$ cat config.mk
export PLATFORM = sky130hd
export DESIGN_NAME = adc_output_if_power_config
export DESIGN_NICKNAME = d
export VERILOG_FILES = /design/src/logic/cfg_pkg.sv /design/src/logic/reg_bus_if.sv /design/src/logic/adc_output_if_power_config.sv /design/src/logic/serial_port.sv
export SDC_FILE = /design/constraint.sdc
export NUM_CORES = 1
export LEC_CHECK = 0
export BUFFER_PORTS_ARGS = -buffer_cell sky130_fd_sc_hd__buf_2
export CORE_MARGIN = 2
export CORE_UTILIZATION = 40
export DETAILED_ROUTE_END_ITERATION = 8
export GPL_ROUTABILITY_DRIVEN = 0
export GPL_TIMING_DRIVEN = 0
export PLACE_DENSITY = 0.59
export SLEW_MARGIN = 0
export SYNTH_ARGS = -nofsm -noshare
export SYNTH_HDL_FRONTEND = slang
export SYNTH_SLANG_ARGS = --single-unit
export TNS_END_PERCENT = 100
$ cat constraint.sdc
create_clock -name SYS_CLK -period 2.44 [get_ports SYS_CLK]
set_clock_uncertainty 0.05 [all_clocks]
set_input_delay 0.244 -clock SYS_CLK [delete_from_list [all_inputs] [get_ports SYS_CLK]]
set_output_delay 0.244 -clock SYS_CLK [all_outputs]
set_load 0.01 [all_outputs]
$ cat src/logic/cfg_pkg.sv
package cfg_pkg;

    // Serial frame: one read flag, seven address bits, eight data bits, MSB first.
    localparam int ADDR_W          = 7;
    localparam int DATA_W          = 8;
    localparam int CNT_W           = 5;
    localparam logic [CNT_W-1:0] FRAME_HDR_LAST  = 5'h07;
    localparam logic [CNT_W-1:0] FRAME_HDR_BITS  = 5'h08;
    localparam logic [CNT_W-1:0] FRAME_LAST      = 5'h0F;
    localparam logic [CNT_W-1:0] FRAME_BITS      = 5'h10;

    // Register offsets.
    localparam logic [ADDR_W-1:0] OFF_SOFT_RESET = 7'h00;
    localparam logic [ADDR_W-1:0] OFF_IF_SEL     = 7'h07;
    localparam logic [ADDR_W-1:0] OFF_POWER      = 7'h08;
    localparam logic [ADDR_W-1:0] OFF_PD_MASK    = 7'h0D;
    localparam logic [ADDR_W-1:0] OFF_FUSE_LOAD  = 7'h13;

    // Field positions.
    localparam int POS_SOFT_RESET   = 0;
    localparam int POS_FUSE_LOAD    = 0;
    localparam int POS_MAP_LSB      = 5;
    localparam int POS_RSVD_IF      = 4;
    localparam int POS_OVR_EN       = 3;
    localparam int POS_MODE_LSB     = 0;
    localparam int POS_CLKBUF_OFF   = 5;
    localparam int POS_REFAMP_OFF   = 4;
    localparam int POS_THERMAL_ON   = 3;
    localparam int POS_CHAN_A_OFF   = 2;
    localparam int POS_GLOBAL_PD    = 0;
    localparam int POS_MASK_REFSYS  = 5;
    localparam int POS_MASK_CLKBUF  = 3;
    localparam int POS_MASK_REFAMP  = 2;
    localparam int POS_MASK_BANDGAP = 1;

    // Reset values and writable bit masks.
    localparam logic [DATA_W-1:0] RST_IF_SEL    = 8'h00;
    localparam logic [DATA_W-1:0] RST_POWER     = 8'h02;
    localparam logic [DATA_W-1:0] RST_PD_MASK   = 8'h00;
    localparam logic [DATA_W-1:0] WMASK_IF_SEL  = 8'hEF;
    localparam logic [DATA_W-1:0] WMASK_POWER   = 8'h3F;
    localparam logic [DATA_W-1:0] WMASK_PD_MASK = 8'h2E;

    // Output bit-mapping variants.
    typedef enum logic [2:0] {
        MAP_NONE     = 3'h0,
        MAP_TWO_W_18 = 3'h1,
        MAP_TWO_W_16 = 3'h2,
        MAP_ONE_W    = 3'h3,
        MAP_HALF_W   = 3'h4,
        MAP_DOUBLE   = 3'h5,
        MAP_SINGLE   = 3'h6
    } bit_map_t;

    // Output interface modes; codes 2, 6 and 7 are unused.
    typedef enum logic [2:0] {
        MODE_SINGLE  = 3'h0,
        MODE_DOUBLE  = 3'h1,
        MODE_TWO_W   = 3'h3,
        MODE_ONE_W   = 3'h4,
        MODE_HALF_W  = 3'h5
    } if_mode_t;

    // Fused defaults stand in for the one-time-programmed cells.
    localparam bit_map_t FUSE_BIT_MAP = MAP_SINGLE;
    localparam if_mode_t FUSE_MODE    = MODE_SINGLE;

    // Extracts a three-bit field from a register byte.
    function automatic logic [2:0] field3(input logic [DATA_W-1:0] value, input int lsb);
        field3 = value[lsb +: 3];
    endfunction : field3

endpackage : cfg_pkg

$ cat src/logic/reg_bus_if.sv
`timescale 1ns/1ps
interface reg_bus_if;
    import cfg_pkg::*;

    logic              wr_stb;
    logic              rd_stb;
    logic [ADDR_W-1:0] addr;
    logic [DATA_W-1:0] wdata;
    logic [DATA_W-1:0] rdata;

    modport master (output wr_stb, output rd_stb, output addr, output wdata, input rdata);
    modport slave  (input wr_stb, input rd_stb, input addr, input wdata, output rdata);
endinterface : reg_bus_if

$ cat src/logic/adc_output_if_power_config.sv
`timescale 1ns/1ps
// Contract
// - Three-bit bit-map codes one to six select the six output bit mappings.
// - A new bit-map value takes effect only on a fuse reload command.
// - Fuse reload discards serial writes, returning registers to loaded values.
// - After reset fused bit-map applies, yet the field reads zero until written.
// - Mode selection overrides the fused mode only while override bit three is set.
// - Mode codes: single 0, double 1, two-wire 3, one-wire 4, half-wire 5.
// - After reset fused mode applies while the mode field reads zero.
// - Power bit 5 set powers down the sampling clock buffer.
// - Power bit 4 set powers down the reference gain amplifier.
// - Power bit 3 set enables the temperature sensor; clear at reset.
// - Power bit 2 set powers down converter channel A.
// - Power bit 0 invokes global power-down on blocks chosen by the mask register.
// - Writing one to register zero bit 0 restores defaults, then self clears.
module adc_output_if_power_config (
    input  wire logic          SYS_CLK,
    input  wire logic          RESET_N,
    input  wire logic          SCLK,
    input  wire logic          SEN_N,
    input  wire logic          SDI,
    output logic               SDOUT,
    output logic               SDOUT_OE,
    output cfg_pkg::bit_map_t  IF_BIT_MAP,
    output cfg_pkg::if_mode_t  IF_MODE,
    output logic               CLKBUF_OFF,
    output logic               REFAMP_OFF,
    output logic               REFSYS_OFF,
    output logic               BANDGAP_OFF,
    output logic               THERMAL_ON,
    output logic               CHANNEL_A_OFF
);
    import cfg_pkg::*;

    logic [1:0]        rst_sync_q;
    logic              rst_n;
    logic [DATA_W-1:0] if_sel_q;
    logic [DATA_W-1:0] power_q;
    logic [DATA_W-1:0] mask_q;
    logic              soft_q;
    bit_map_t          map_eff_q;
    logic              seen_wr_q;

    reg_bus_if bus ();

    // The reset is released through two flops so every flop leaves reset on the same edge.
    always_ff @(posedge SYS_CLK or negedge RESET_N) begin
        if (!RESET_N) begin
            rst_sync_q <= 2'b00;
        end else begin
            rst_sync_q <= {rst_sync_q[0], 1'b1};
        end
    end
    assign rst_n = rst_sync_q[1];

    serial_port u_serial_port (
        .clk      (SYS_CLK),
        .rst_n    (rst_n),
        .sclk     (SCLK),
        .sen_n    (SEN_N),
        .sdi      (SDI),
        .sdout    (SDOUT),
        .sdout_oe (SDOUT_OE),
        .bus      (bus.master)
    );

    // Write decode and the fields that steer the outputs.
    wire      wr_soft     = bus.wr_stb && (bus.addr == OFF_SOFT_RESET) && bus.wdata[POS_SOFT_RESET];
    wire      wr_if_sel   = bus.wr_stb && (bus.addr == OFF_IF_SEL);
    wire      wr_power    = bus.wr_stb && (bus.addr == OFF_POWER);
    wire      wr_mask     = bus.wr_stb && (bus.addr == OFF_PD_MASK);
    wire      fuse_stb    = bus.wr_stb && (bus.addr == OFF_FUSE_LOAD) && bus.wdata[POS_FUSE_LOAD];
    wire      restore     = soft_q || fuse_stb;
    wire [2:0] map_field  = field3(if_sel_q, POS_MAP_LSB);
    wire [2:0] mode_field = field3(if_sel_q, POS_MODE_LSB);
    wire      override_en = if_sel_q[POS_OVR_EN];
    wire      global_pd   = power_q[POS_GLOBAL_PD];

    // Unmapped offsets, the fuse load register and the soft reset bit read as zero once settled.
    assign bus.rdata = (bus.addr == OFF_SOFT_RESET) ? {7'h00, soft_q} :
                       (bus.addr == OFF_IF_SEL)     ? if_sel_q :
                       (bus.addr == OFF_POWER)      ? power_q :
                       (bus.addr == OFF_PD_MASK)    ? mask_q : 8'h00;

    // Register file; a restore outranks a write landing in the same cycle.
    always_ff @(posedge SYS_CLK or negedge rst_n) begin
        if (!rst_n) begin
            if_sel_q <= RST_IF_SEL;
            power_q  <= RST_POWER;
            mask_q   <= RST_PD_MASK;
        end else if (restore) begin
            if_sel_q <= RST_IF_SEL;
            power_q  <= RST_POWER;
            mask_q   <= RST_PD_MASK;
        end else begin
            if (wr_if_sel) begin
                if_sel_q <= bus.wdata & WMASK_IF_SEL;
            end
            if (wr_power) begin
                power_q <= (bus.wdata & WMASK_POWER) | RST_POWER;
            end
            if (wr_mask) begin
                mask_q <= bus.wdata & WMASK_PD_MASK;
            end
        end
    end

    // The soft reset bit shows one for a single cycle, then clears itself.
    always_ff @(posedge SYS_CLK or negedge rst_n) begin
        if (!rst_n) begin
            soft_q <= 1'b0;
        end else begin
            soft_q <= wr_soft;
        end
    end

    // The bit mapping is sampled only at a fuse load, since the datapath cannot retime mid-stream.
    always_ff @(posedge SYS_CLK or negedge rst_n) begin
        if (!rst_n) begin
            map_eff_q <= FUSE_BIT_MAP;
        end else if (fuse_stb) begin
            map_eff_q <= (map_field == MAP_NONE) ? FUSE_BIT_MAP : bit_map_t'(map_field);
        end
    end

    // Output flops; the global power-down only reaches blocks whose mask bit is set.
    always_ff @(posedge SYS_CLK or negedge rst_n) begin
        if (!rst_n) begin
            IF_BIT_MAP    <= FUSE_BIT_MAP;
            IF_MODE       <= FUSE_MODE;
            CLKBUF_OFF    <= 1'b0;
            REFAMP_OFF    <= 1'b0;
            REFSYS_OFF    <= 1'b0;
            BANDGAP_OFF   <= 1'b0;
            THERMAL_ON    <= 1'b0;
            CHANNEL_A_OFF <= 1'b0;
        end else begin
            IF_BIT_MAP    <= map_eff_q;
            IF_MODE       <= override_en ? if_mode_t'(mode_field) : FUSE_MODE;
            CLKBUF_OFF    <= power_q[POS_CLKBUF_OFF] | (global_pd & mask_q[POS_MASK_CLKBUF]);
            REFAMP_OFF    <= power_q[POS_REFAMP_OFF] | (global_pd & mask_q[POS_MASK_REFAMP]);
            REFSYS_OFF    <= global_pd & mask_q[POS_MASK_REFSYS];
            BANDGAP_OFF   <= global_pd & mask_q[POS_MASK_BANDGAP];
            THERMAL_ON    <= power_q[POS_THERMAL_ON];
            CHANNEL_A_OFF <= power_q[POS_CHAN_A_OFF];
        end
    end

    // Helper for the checks: whether the interface register has been written since defaults.
    always_ff @(posedge SYS_CLK or negedge rst_n) begin
        if (!rst_n) begin
            seen_wr_q <= 1'b0;
        end else if (restore) begin
            seen_wr_q <= 1'b0;
        end else if (wr_if_sel) begin
            seen_wr_q <= 1'b1;
        end
    end
endmodule : adc_output_if_power_config

$ cat src/logic/serial_port.sv
`timescale 1ns/1ps
module serial_port (
    input  wire logic clk,
    input  wire logic rst_n,
    input  wire logic sclk,
    input  wire logic sen_n,
    input  wire logic sdi,
    output logic      sdout,
    output logic      sdout_oe,
    reg_bus_if.master bus
);
    import cfg_pkg::*;

    logic             sclk_q;
    logic [CNT_W-1:0] cnt_q;
    logic [6:0]       sh_q;
    logic             read_q;
    logic [DATA_W-1:0] out_q;
    logic [ADDR_W-1:0] addr_q;
    logic [DATA_W-1:0] wdata_q;
    logic             wr_q;
    logic             rd_q;
    logic             sdout_q;
    logic             oe_q;

    // Edges of the serial clock; the pins are already in this clock's domain.
    wire rise      = sclk & ~sclk_q & ~sen_n;
    wire fall      = ~sclk & sclk_q & ~sen_n;
    wire hdr_done  = rise && (cnt_q == FRAME_HDR_LAST);
    wire data_done = rise && (cnt_q == FRAME_LAST) && !read_q;
    wire out_phase = read_q && (cnt_q >= FRAME_HDR_BITS) && (cnt_q < FRAME_BITS);

    // Shift in on rising edges; a deselect restarts the frame at any point.
    always_ff @(posedge clk or negedge rst_n) begin
        if (!rst_n) begin
            sclk_q <= 1'b0;
            cnt_q  <= '0;
            sh_q   <= '0;
            read_q <= 1'b0;
        end else begin
            sclk_q <= sclk;
            if (sen_n) begin
                cnt_q  <= '0;
                read_q <= 1'b0;
            end else if (rise) begin
                sh_q <= {sh_q[5:0], sdi};
                if (cnt_q != FRAME_BITS) begin
                    cnt_q <= cnt_q + 5'h01;
                end
                if (hdr_done) begin
                    read_q <= sh_q[6];
                end
            end
        end
    end

    // Address and write data are latched whole, then strobed for one cycle.
    always_ff @(posedge clk or negedge rst_n) begin
        if (!rst_n) begin
            addr_q  <= '0;
            wdata_q <= '0;
            wr_q    <= 1'b0;
            rd_q    <= 1'b0;
        end else begin
            wr_q <= data_done;
            rd_q <= hdr_done && sh_q[6];
            if (hdr_done) begin
                addr_q <= {sh_q[5:0], sdi};
            end
            if (data_done) begin
                wdata_q <= {sh_q[6:0], sdi};
            end
        end
    end

    // Read data leaves on falling edges so the host can sample it on the next rise.
    always_ff @(posedge clk or negedge rst_n) begin
        if (!rst_n) begin
            out_q   <= '0;
            sdout_q <= 1'b0;
            oe_q    <= 1'b0;
        end else begin
            if (rd_q) begin
                out_q <= bus.rdata;
            end else if (fall && out_phase) begin
                sdout_q <= out_q[7];
                out_q   <= {out_q[6:0], 1'b0};
            end
            oe_q <= !sen_n && out_phase;
        end
    end

    assign bus.wr_stb = wr_q;
    assign bus.rd_stb = rd_q;
    assign bus.addr   = addr_q;
    assign bus.wdata  = wdata_q;
    assign sdout      = sdout_q;
    assign sdout_oe   = oe_q;

endmodule : serial_port

### After elaboration in Yosys (flattened, before gate mapping)

Index checks and enable logic that the tools add are counted.

| storage, ports and cells | value |
|---|---|
| memories | 0 |
| bits in read-only memories | 0 |
| latch bits | 0 |
| output and inout port bits | 14 |
| word-level logic and storage cells | 100 |
| RAM bits | 0 |
| bits in registers | 83 |

| cells by class | value |
|---|---|
| div/mod/pow operators | 0 |
| magnitude comparators | 2 |
| reduce and logical (&&, ||, !) cells | 31 |
| muxes and demuxes | 20 |
| multiply operators | 0 |
| shift operators | 0 |
| equality and inequality tests | 7 |
| add/subtract/negate cells | 1 |
| bitwise gates (word level) | 14 |

Operators with widths:

| operator | count |
|---|---|
| two-way mux 8 bit | 12 |
| logical AND 1 bit | 15 |
| two-way mux 5 bit | 3 |
| == test 7 x 4 -> 1 bit (second input constant) | 2 |
| nonzero test 2 bit | 7 |
| AND 1 bit | 8 |
| AND reduction 2 bit | 4 |
| == test 7 x 3 -> 1 bit (second input constant) | 1 |
| == test 7 x 5 -> 1 bit (second input constant) | 1 |
| logical NOT 7 bit | 1 |
| two-way mux 3 bit | 2 |
| adder 5 x 1 -> 5 bit (second input constant) | 1 |
| == test 5 x 3 -> 1 bit (second input constant) | 1 |
| == test 5 x 4 -> 1 bit (second input constant) | 1 |
| >= comparator 5 x 4 -> 1 bit (second input constant) | 1 |
| < comparator 5 bit (second input constant) | 1 |
| inequality test 5 bit (second input constant) | 1 |
| inverter 1 bit | 4 |
| logical NOT 3 bit | 1 |
| two-way mux 1 bit | 3 |
| logical NOT 1 bit | 2 |
| bitwise OR 1 bit | 2 |
| logical OR 1 bit | 1 |

### Logic depth before layout (Yosys ltp)

| logic depth | value |
|---|---|
| depth in word-level cells | 7 |
| mapped depth | 6 |
| mapped depth without buffers | 6 |

### By module

From an unflattened synthesis, not the netlist that was laid out.

| unflattened totals | value |
|---|---|
| cell total of the unflattened synthesis | 287 |
| area, all modules | 3367.0 um^2 |

By module, submodules not included:

| module | area an instance (um^2) | seq. area each (um^2) | instances | cells an instance |
|---|---|---|---|---|
| serial_port | 1773.0 | 1026.0 | 1 | 141 |
| adc_output_if_power_config | 1594.0 | 855.8 | 1 | 146 |

### Worst setup path after synthesis

Ideal clock, no wire load.

| path | value |
|---|---|
| kind | reg-to-reg |
| from | reg u_serial_port.cnt_q[0] |
| to | reg u_serial_port.wdata_q[0], in the netlist u_serial_port.bus.wdata[0] |
| cell stages (with the launch flop) | 6 |
| slack | 721 ps |
| required time | 2265 ps |
| period minus slack after synthesis | 1719 ps |
| arrival time | 1544 ps |
| cell sequence | dfrtp_1 ha_1 and3_1 ha_1 nand3b_2 mux2_2 |

| between the ends | value |
|---|---|
| word-level cells in the longest chain between the ends | 3 |

Ends and longest elaborated chain:

| element | RTL line | text |
|---|---|---|
| from (decl) | serial_port.sv:15 | `logic [CNT_W-1:0] cnt_q;` |
| from (signal assigned) | serial_port.sv:48 | `cnt_q <= cnt_q + 5'h01;` |
| == test 5 x 4 -> 1 bit | serial_port.sv:30 | `wire data_done = rise && (cnt_q == FRAME_LAST) && !read_q;` |
| logical AND 1 bit (2 in a row) | serial_port.sv:30 |  |
| to (signal assigned) | serial_port.sv:71 | `wdata_q <= {sh_q[6:0], sdi};` |
| to (decl) | serial_port.sv:20 | `logic [DATA_W-1:0] wdata_q;` |

Every way passes these cells.
A chain may end at the register's enable or synchronous reset.

### Worst setup path after layout

| path | value |
|---|---|
| from | reg u_serial_port.cnt_q[0] |
| to | reg u_serial_port.wdata_q[4], in the netlist u_serial_port.bus.wdata[4] |

The elaborated chain is that of the path after synthesis.

==> results.md <==
- Run status: finished, final reports clean
- DR iter-0 viols: 54
- Tot GR Track Use: 14.4%
- Post-Syn Instances: between 200 and 250
- Final min period: about 1.9 ns
- Synth Area in XOR/XNOR: 0.540%
- Worst skew pair latency: 0.34 ns
- MaxCap Viol Count: 0
- Num CTS Buffers: 9
- Gr busiest metal: met2
- Reg clk slew, reported paths: 0.07 ns
- DIE WIDTH: 94.0 um
- First-pass GRT wire length: 9.67 mm
- Core ar.: 7810 um2
- Drt pass-1 iters: 4
- Synth cell types: 50
- Largest family of logic cells by synthesized area: simple AND/OR/NAND/NOR gates
- Yosys warns: 0
- F_max: ~540 MHz
- Seq/Total Area, Yosys: approximately three fifths
- DRC Markers: 0
- VDD IR max: 0.258 mV
- Synth Cell Area: 3240 um2
- Worst Hold Class: input port to flop
- Final Cell Area: about 3700 um2
- Post-synthesis register bit count: 75
- Cell chain of the critical path: ha_1 -> and3_1 -> ha_1 -> nand3b_2 -> mux2_2
- CP Capture Type: flop
- CTS tree: yes
- CP dominant cell by count: ha_1
- Reg2reg path depth: 5
- Synth-to-layout area growth: 13.8%
- Setup slack, reg-to-reg: between 0.5 and 0.6 ns
- Share of flip-flops with an asynchronous set or reset: 100%
- Post-Route WL: ~5.6 mm
- P_leak: 1.89 nW
- Root Driver: clkbuf_8
- Arrival @ worst endpoint: between 2 and 2.5 ns
- Grt total ovfl: 0
- Final setup viols: 0
- Post-detail-place hpwl: 3.94 mm
- Pwr Density: between 600 and 700 nW/um2
- Antenna violations before repair: 0
- Share of power burned in registers: 56.6%
- Rows: 32
- Met2 Use GR: around 21%
- Pint: 1.84 mW
- Post-synth top flop: dfrtp_1
- CP Class: flop to flop
- Initial core utilization: 41.5%
- CP max-delay cell: dfrtp_1
- Crit Reg-Reg Endpoint: u_serial_port.bus.wdata[4]
- Slew Limit Fails: 0
- # diodes: 0
- Die height: 94.0 um
- Setup TNS: 0 ns
- WL/cell: around 15 um
- CTS sink cnt: 75
- Synth Net Count: approximately 250
- Clock H-tree levels: 3
- Post-Synth Simple-Gate Area: 16.1%
- Mux share of post-synthesis cell area: 15.4%
- GR Util met3: around 2.9%
- Critical Path Fanout Max: 9
- M1 GR Usage: 20.1%
- Number of flops mapped to enable cells by yosys: 0
- Avg Vias per Cell: approximately 5
- Final Cycle Share: 76.3%
- Hold_buf cts: 1
- Hold depth: 1
- Final layout net count: 284
- Min-Delay Endpoint: u_serial_port.sclk_q
- Worst r2r src: u_serial_port.cnt_q[0]
- # IOs: 19
- CP peak stage delay: about 0.42 ns
- Clock power share: 39.1%
- Vias post-DR: 1,912
- Combinational share of power: 4.3%
- Setup Fix Bufs, Post-CTS: 0
- Mean Syn Cell Area: approximately 13 um2
- Psw: 0.536 mW
- Die area: about 8800 um2
- Post-CTS Resized: 0
- Largest net degree at the start of global routing: 51
- Max clock buf depth: 2
- Total power: 2.38 mW
- Synth Area in Compound Gates: 5.71%
- CP required: 2.61 ns
- HP Start: SCLK
- Switching Fraction: 22.5%
- Dpl cell area: around 3500 um2
- Vias in the first global route: 1,898
- Share of layout cells above drive strength 1: 29.2%
- Final hold vios: 0
- IO Port Bufs: 17
- RSZ-0062 raised after global routing: no
- Critical Path Start Type: flop
- Adder-cell share of the synthesized area: 1.16%
- Post-route ant nets: 0
cells in the final DEF, fill, tap and decap left out, types with 3 or more instances in the layout:
master / count
nor2_1: 32
o22ai_1: 3
clkinv_2: 3
dfstp_2: 4
and2_1: 5
buf_6: 4
a21o_1: 3
mux2i_1: 24
ha_1: 3
buf_2: 17
o32ai_1: 3
mux2_2: 22
clkbuf_8: 10
dfrtp_1: 70
o21ai_0: 6
nand2_1: 10
a21oi_1: 6
inv_1: 6
nand3b_1: 3
layout make-up:
type                    count  area [um2]
fillers                   715        4120
repair buffers             19         123
plain buffers               7        71.3
inverters                   6        22.5
well taps                 102         128
multi-input cells         158        1270
flip-flops and latches     75        1890
clock inverters             5        52.6
clock buffers              11         141
worst max-delay path: cells and delay by family (launching register included):
| family | cells | cell delay, ns |
|---|---|---|
| fa+ha+maj | 2 | 0.47 |
| flops | 1 | 0.42 |
| mux | 1 | 0.37 |
| simple gates | 2 | 0.43 |
power groups by stage:
stage          Sequential [mW]  Combinational [mW]  Clock (mW)
2_1_floorplan             1.37              0.0690           0
3_3_place_gp              1.39              0.0798           0
3_5_place_dp              1.38               0.103           0
4_1_cts                   1.35               0.105       0.955
5_1_grt                   1.36               0.115        1.02
6_report                  1.35               0.102       0.930
layer usage:
| metal | up-vias | part of all wire (%) |
|---|---|---|
| met5 | - | 0 |
| met4 | 0 | 1.5 |
| met3 | 8 | 2.7 |
| met2 | 28 | 47 |
| met1 | 947 | 49 |
| li1 | 929 | - |
flip-flops by register name, summed over array words and instances, names as in the netlist, 2 cells and up:
register,count
rst_sync_q,2
u_serial_port.cnt_q,5
map_eff_q,3
u_serial_port.sh_q,7
u_serial_port.bus.addr,7
if_sel_q,7
mask_q,4
IF_BIT_MAP,3
u_serial_port.out_q,8
power_q,5
u_serial_port.bus.wdata,8
IF_MODE,3
how the worst max path moves through the flow:
stage | endpoint | slack (ns) | cells past startpoint | startpoint
floorplan | BANDGAP_OFF | 0.15 | 0 | rst_sync_q[1]
global placement | IF_BIT_MAP[0] | -0.73 | 0 | rst_sync_q[1]
detailed placement | u_serial_port.bus.wdata[7] | 0.58 | 5 | u_serial_port.cnt_q[0]
CTS | u_serial_port.bus.wdata[4] | 0.55 | 5 | u_serial_port.cnt_q[0]
global route | u_serial_port.bus.wdata[5] | 0.48 | 5 | u_serial_port.cnt_q[0]
finish | u_serial_port.bus.wdata[4] | 0.58 | 5 | u_serial_port.cnt_q[0]
logic make-up (layout without fill, tap and decap cells):
family / after synthesis / after routing
simple gates: 77 / 77
flops: 75 / 75
compound gates: 28 / 28
mux: 47 / 47
buf+inv: 13 / 48
fa+ha+maj: 3 / 3
other cells: 1 / 1
xor+xnor: 2 / 2
cell usage after synthesis (all sizes together) (2+ instances only):
cell type | count | share of area (%)
dfrtp | 71 | 55
nor2 | 34 | 4.7
mux2i | 24 | 7.4
mux2 | 23 | 8.0
nand2 | 10 | 1.2
a21oi | 6 | 0.93
and2 | 6 | 1.2
buf | 6 | 2.1
inv | 6 | 0.69
o21ai | 6 | 0.93
dfstp | 4 | 3.2
nand3 | 4 | 0.93
nand3b | 4 | 1.0
nand4 | 4 | 1.7
a21o | 3 | 0.69
ha | 3 | 1.2
nand2b | 3 | 1.0
o22ai | 3 | 0.58
o32ai | 3 | 0.81
a2bb2oi | 2 | 0.54
and4b | 2 | 0.66
nor2b | 2 | 0.39
metrics by stage:
stage	hold slack (ns)	utilization (%)	setup WS [ns]	std cells
3_3_place_gp	-0.0208	44.2	-0.726	365
2_1_floorplan	-0.102	-	0.154	246
6_report	0.0217	47.3	0.579	383
3_5_place_dp	-0.0170	44.6	0.579	366
4_1_cts	0.00655	47.3	0.549	383
5_1_grt	0.0129	47.3	0.478	383
(Power assumes the default switching activity.)
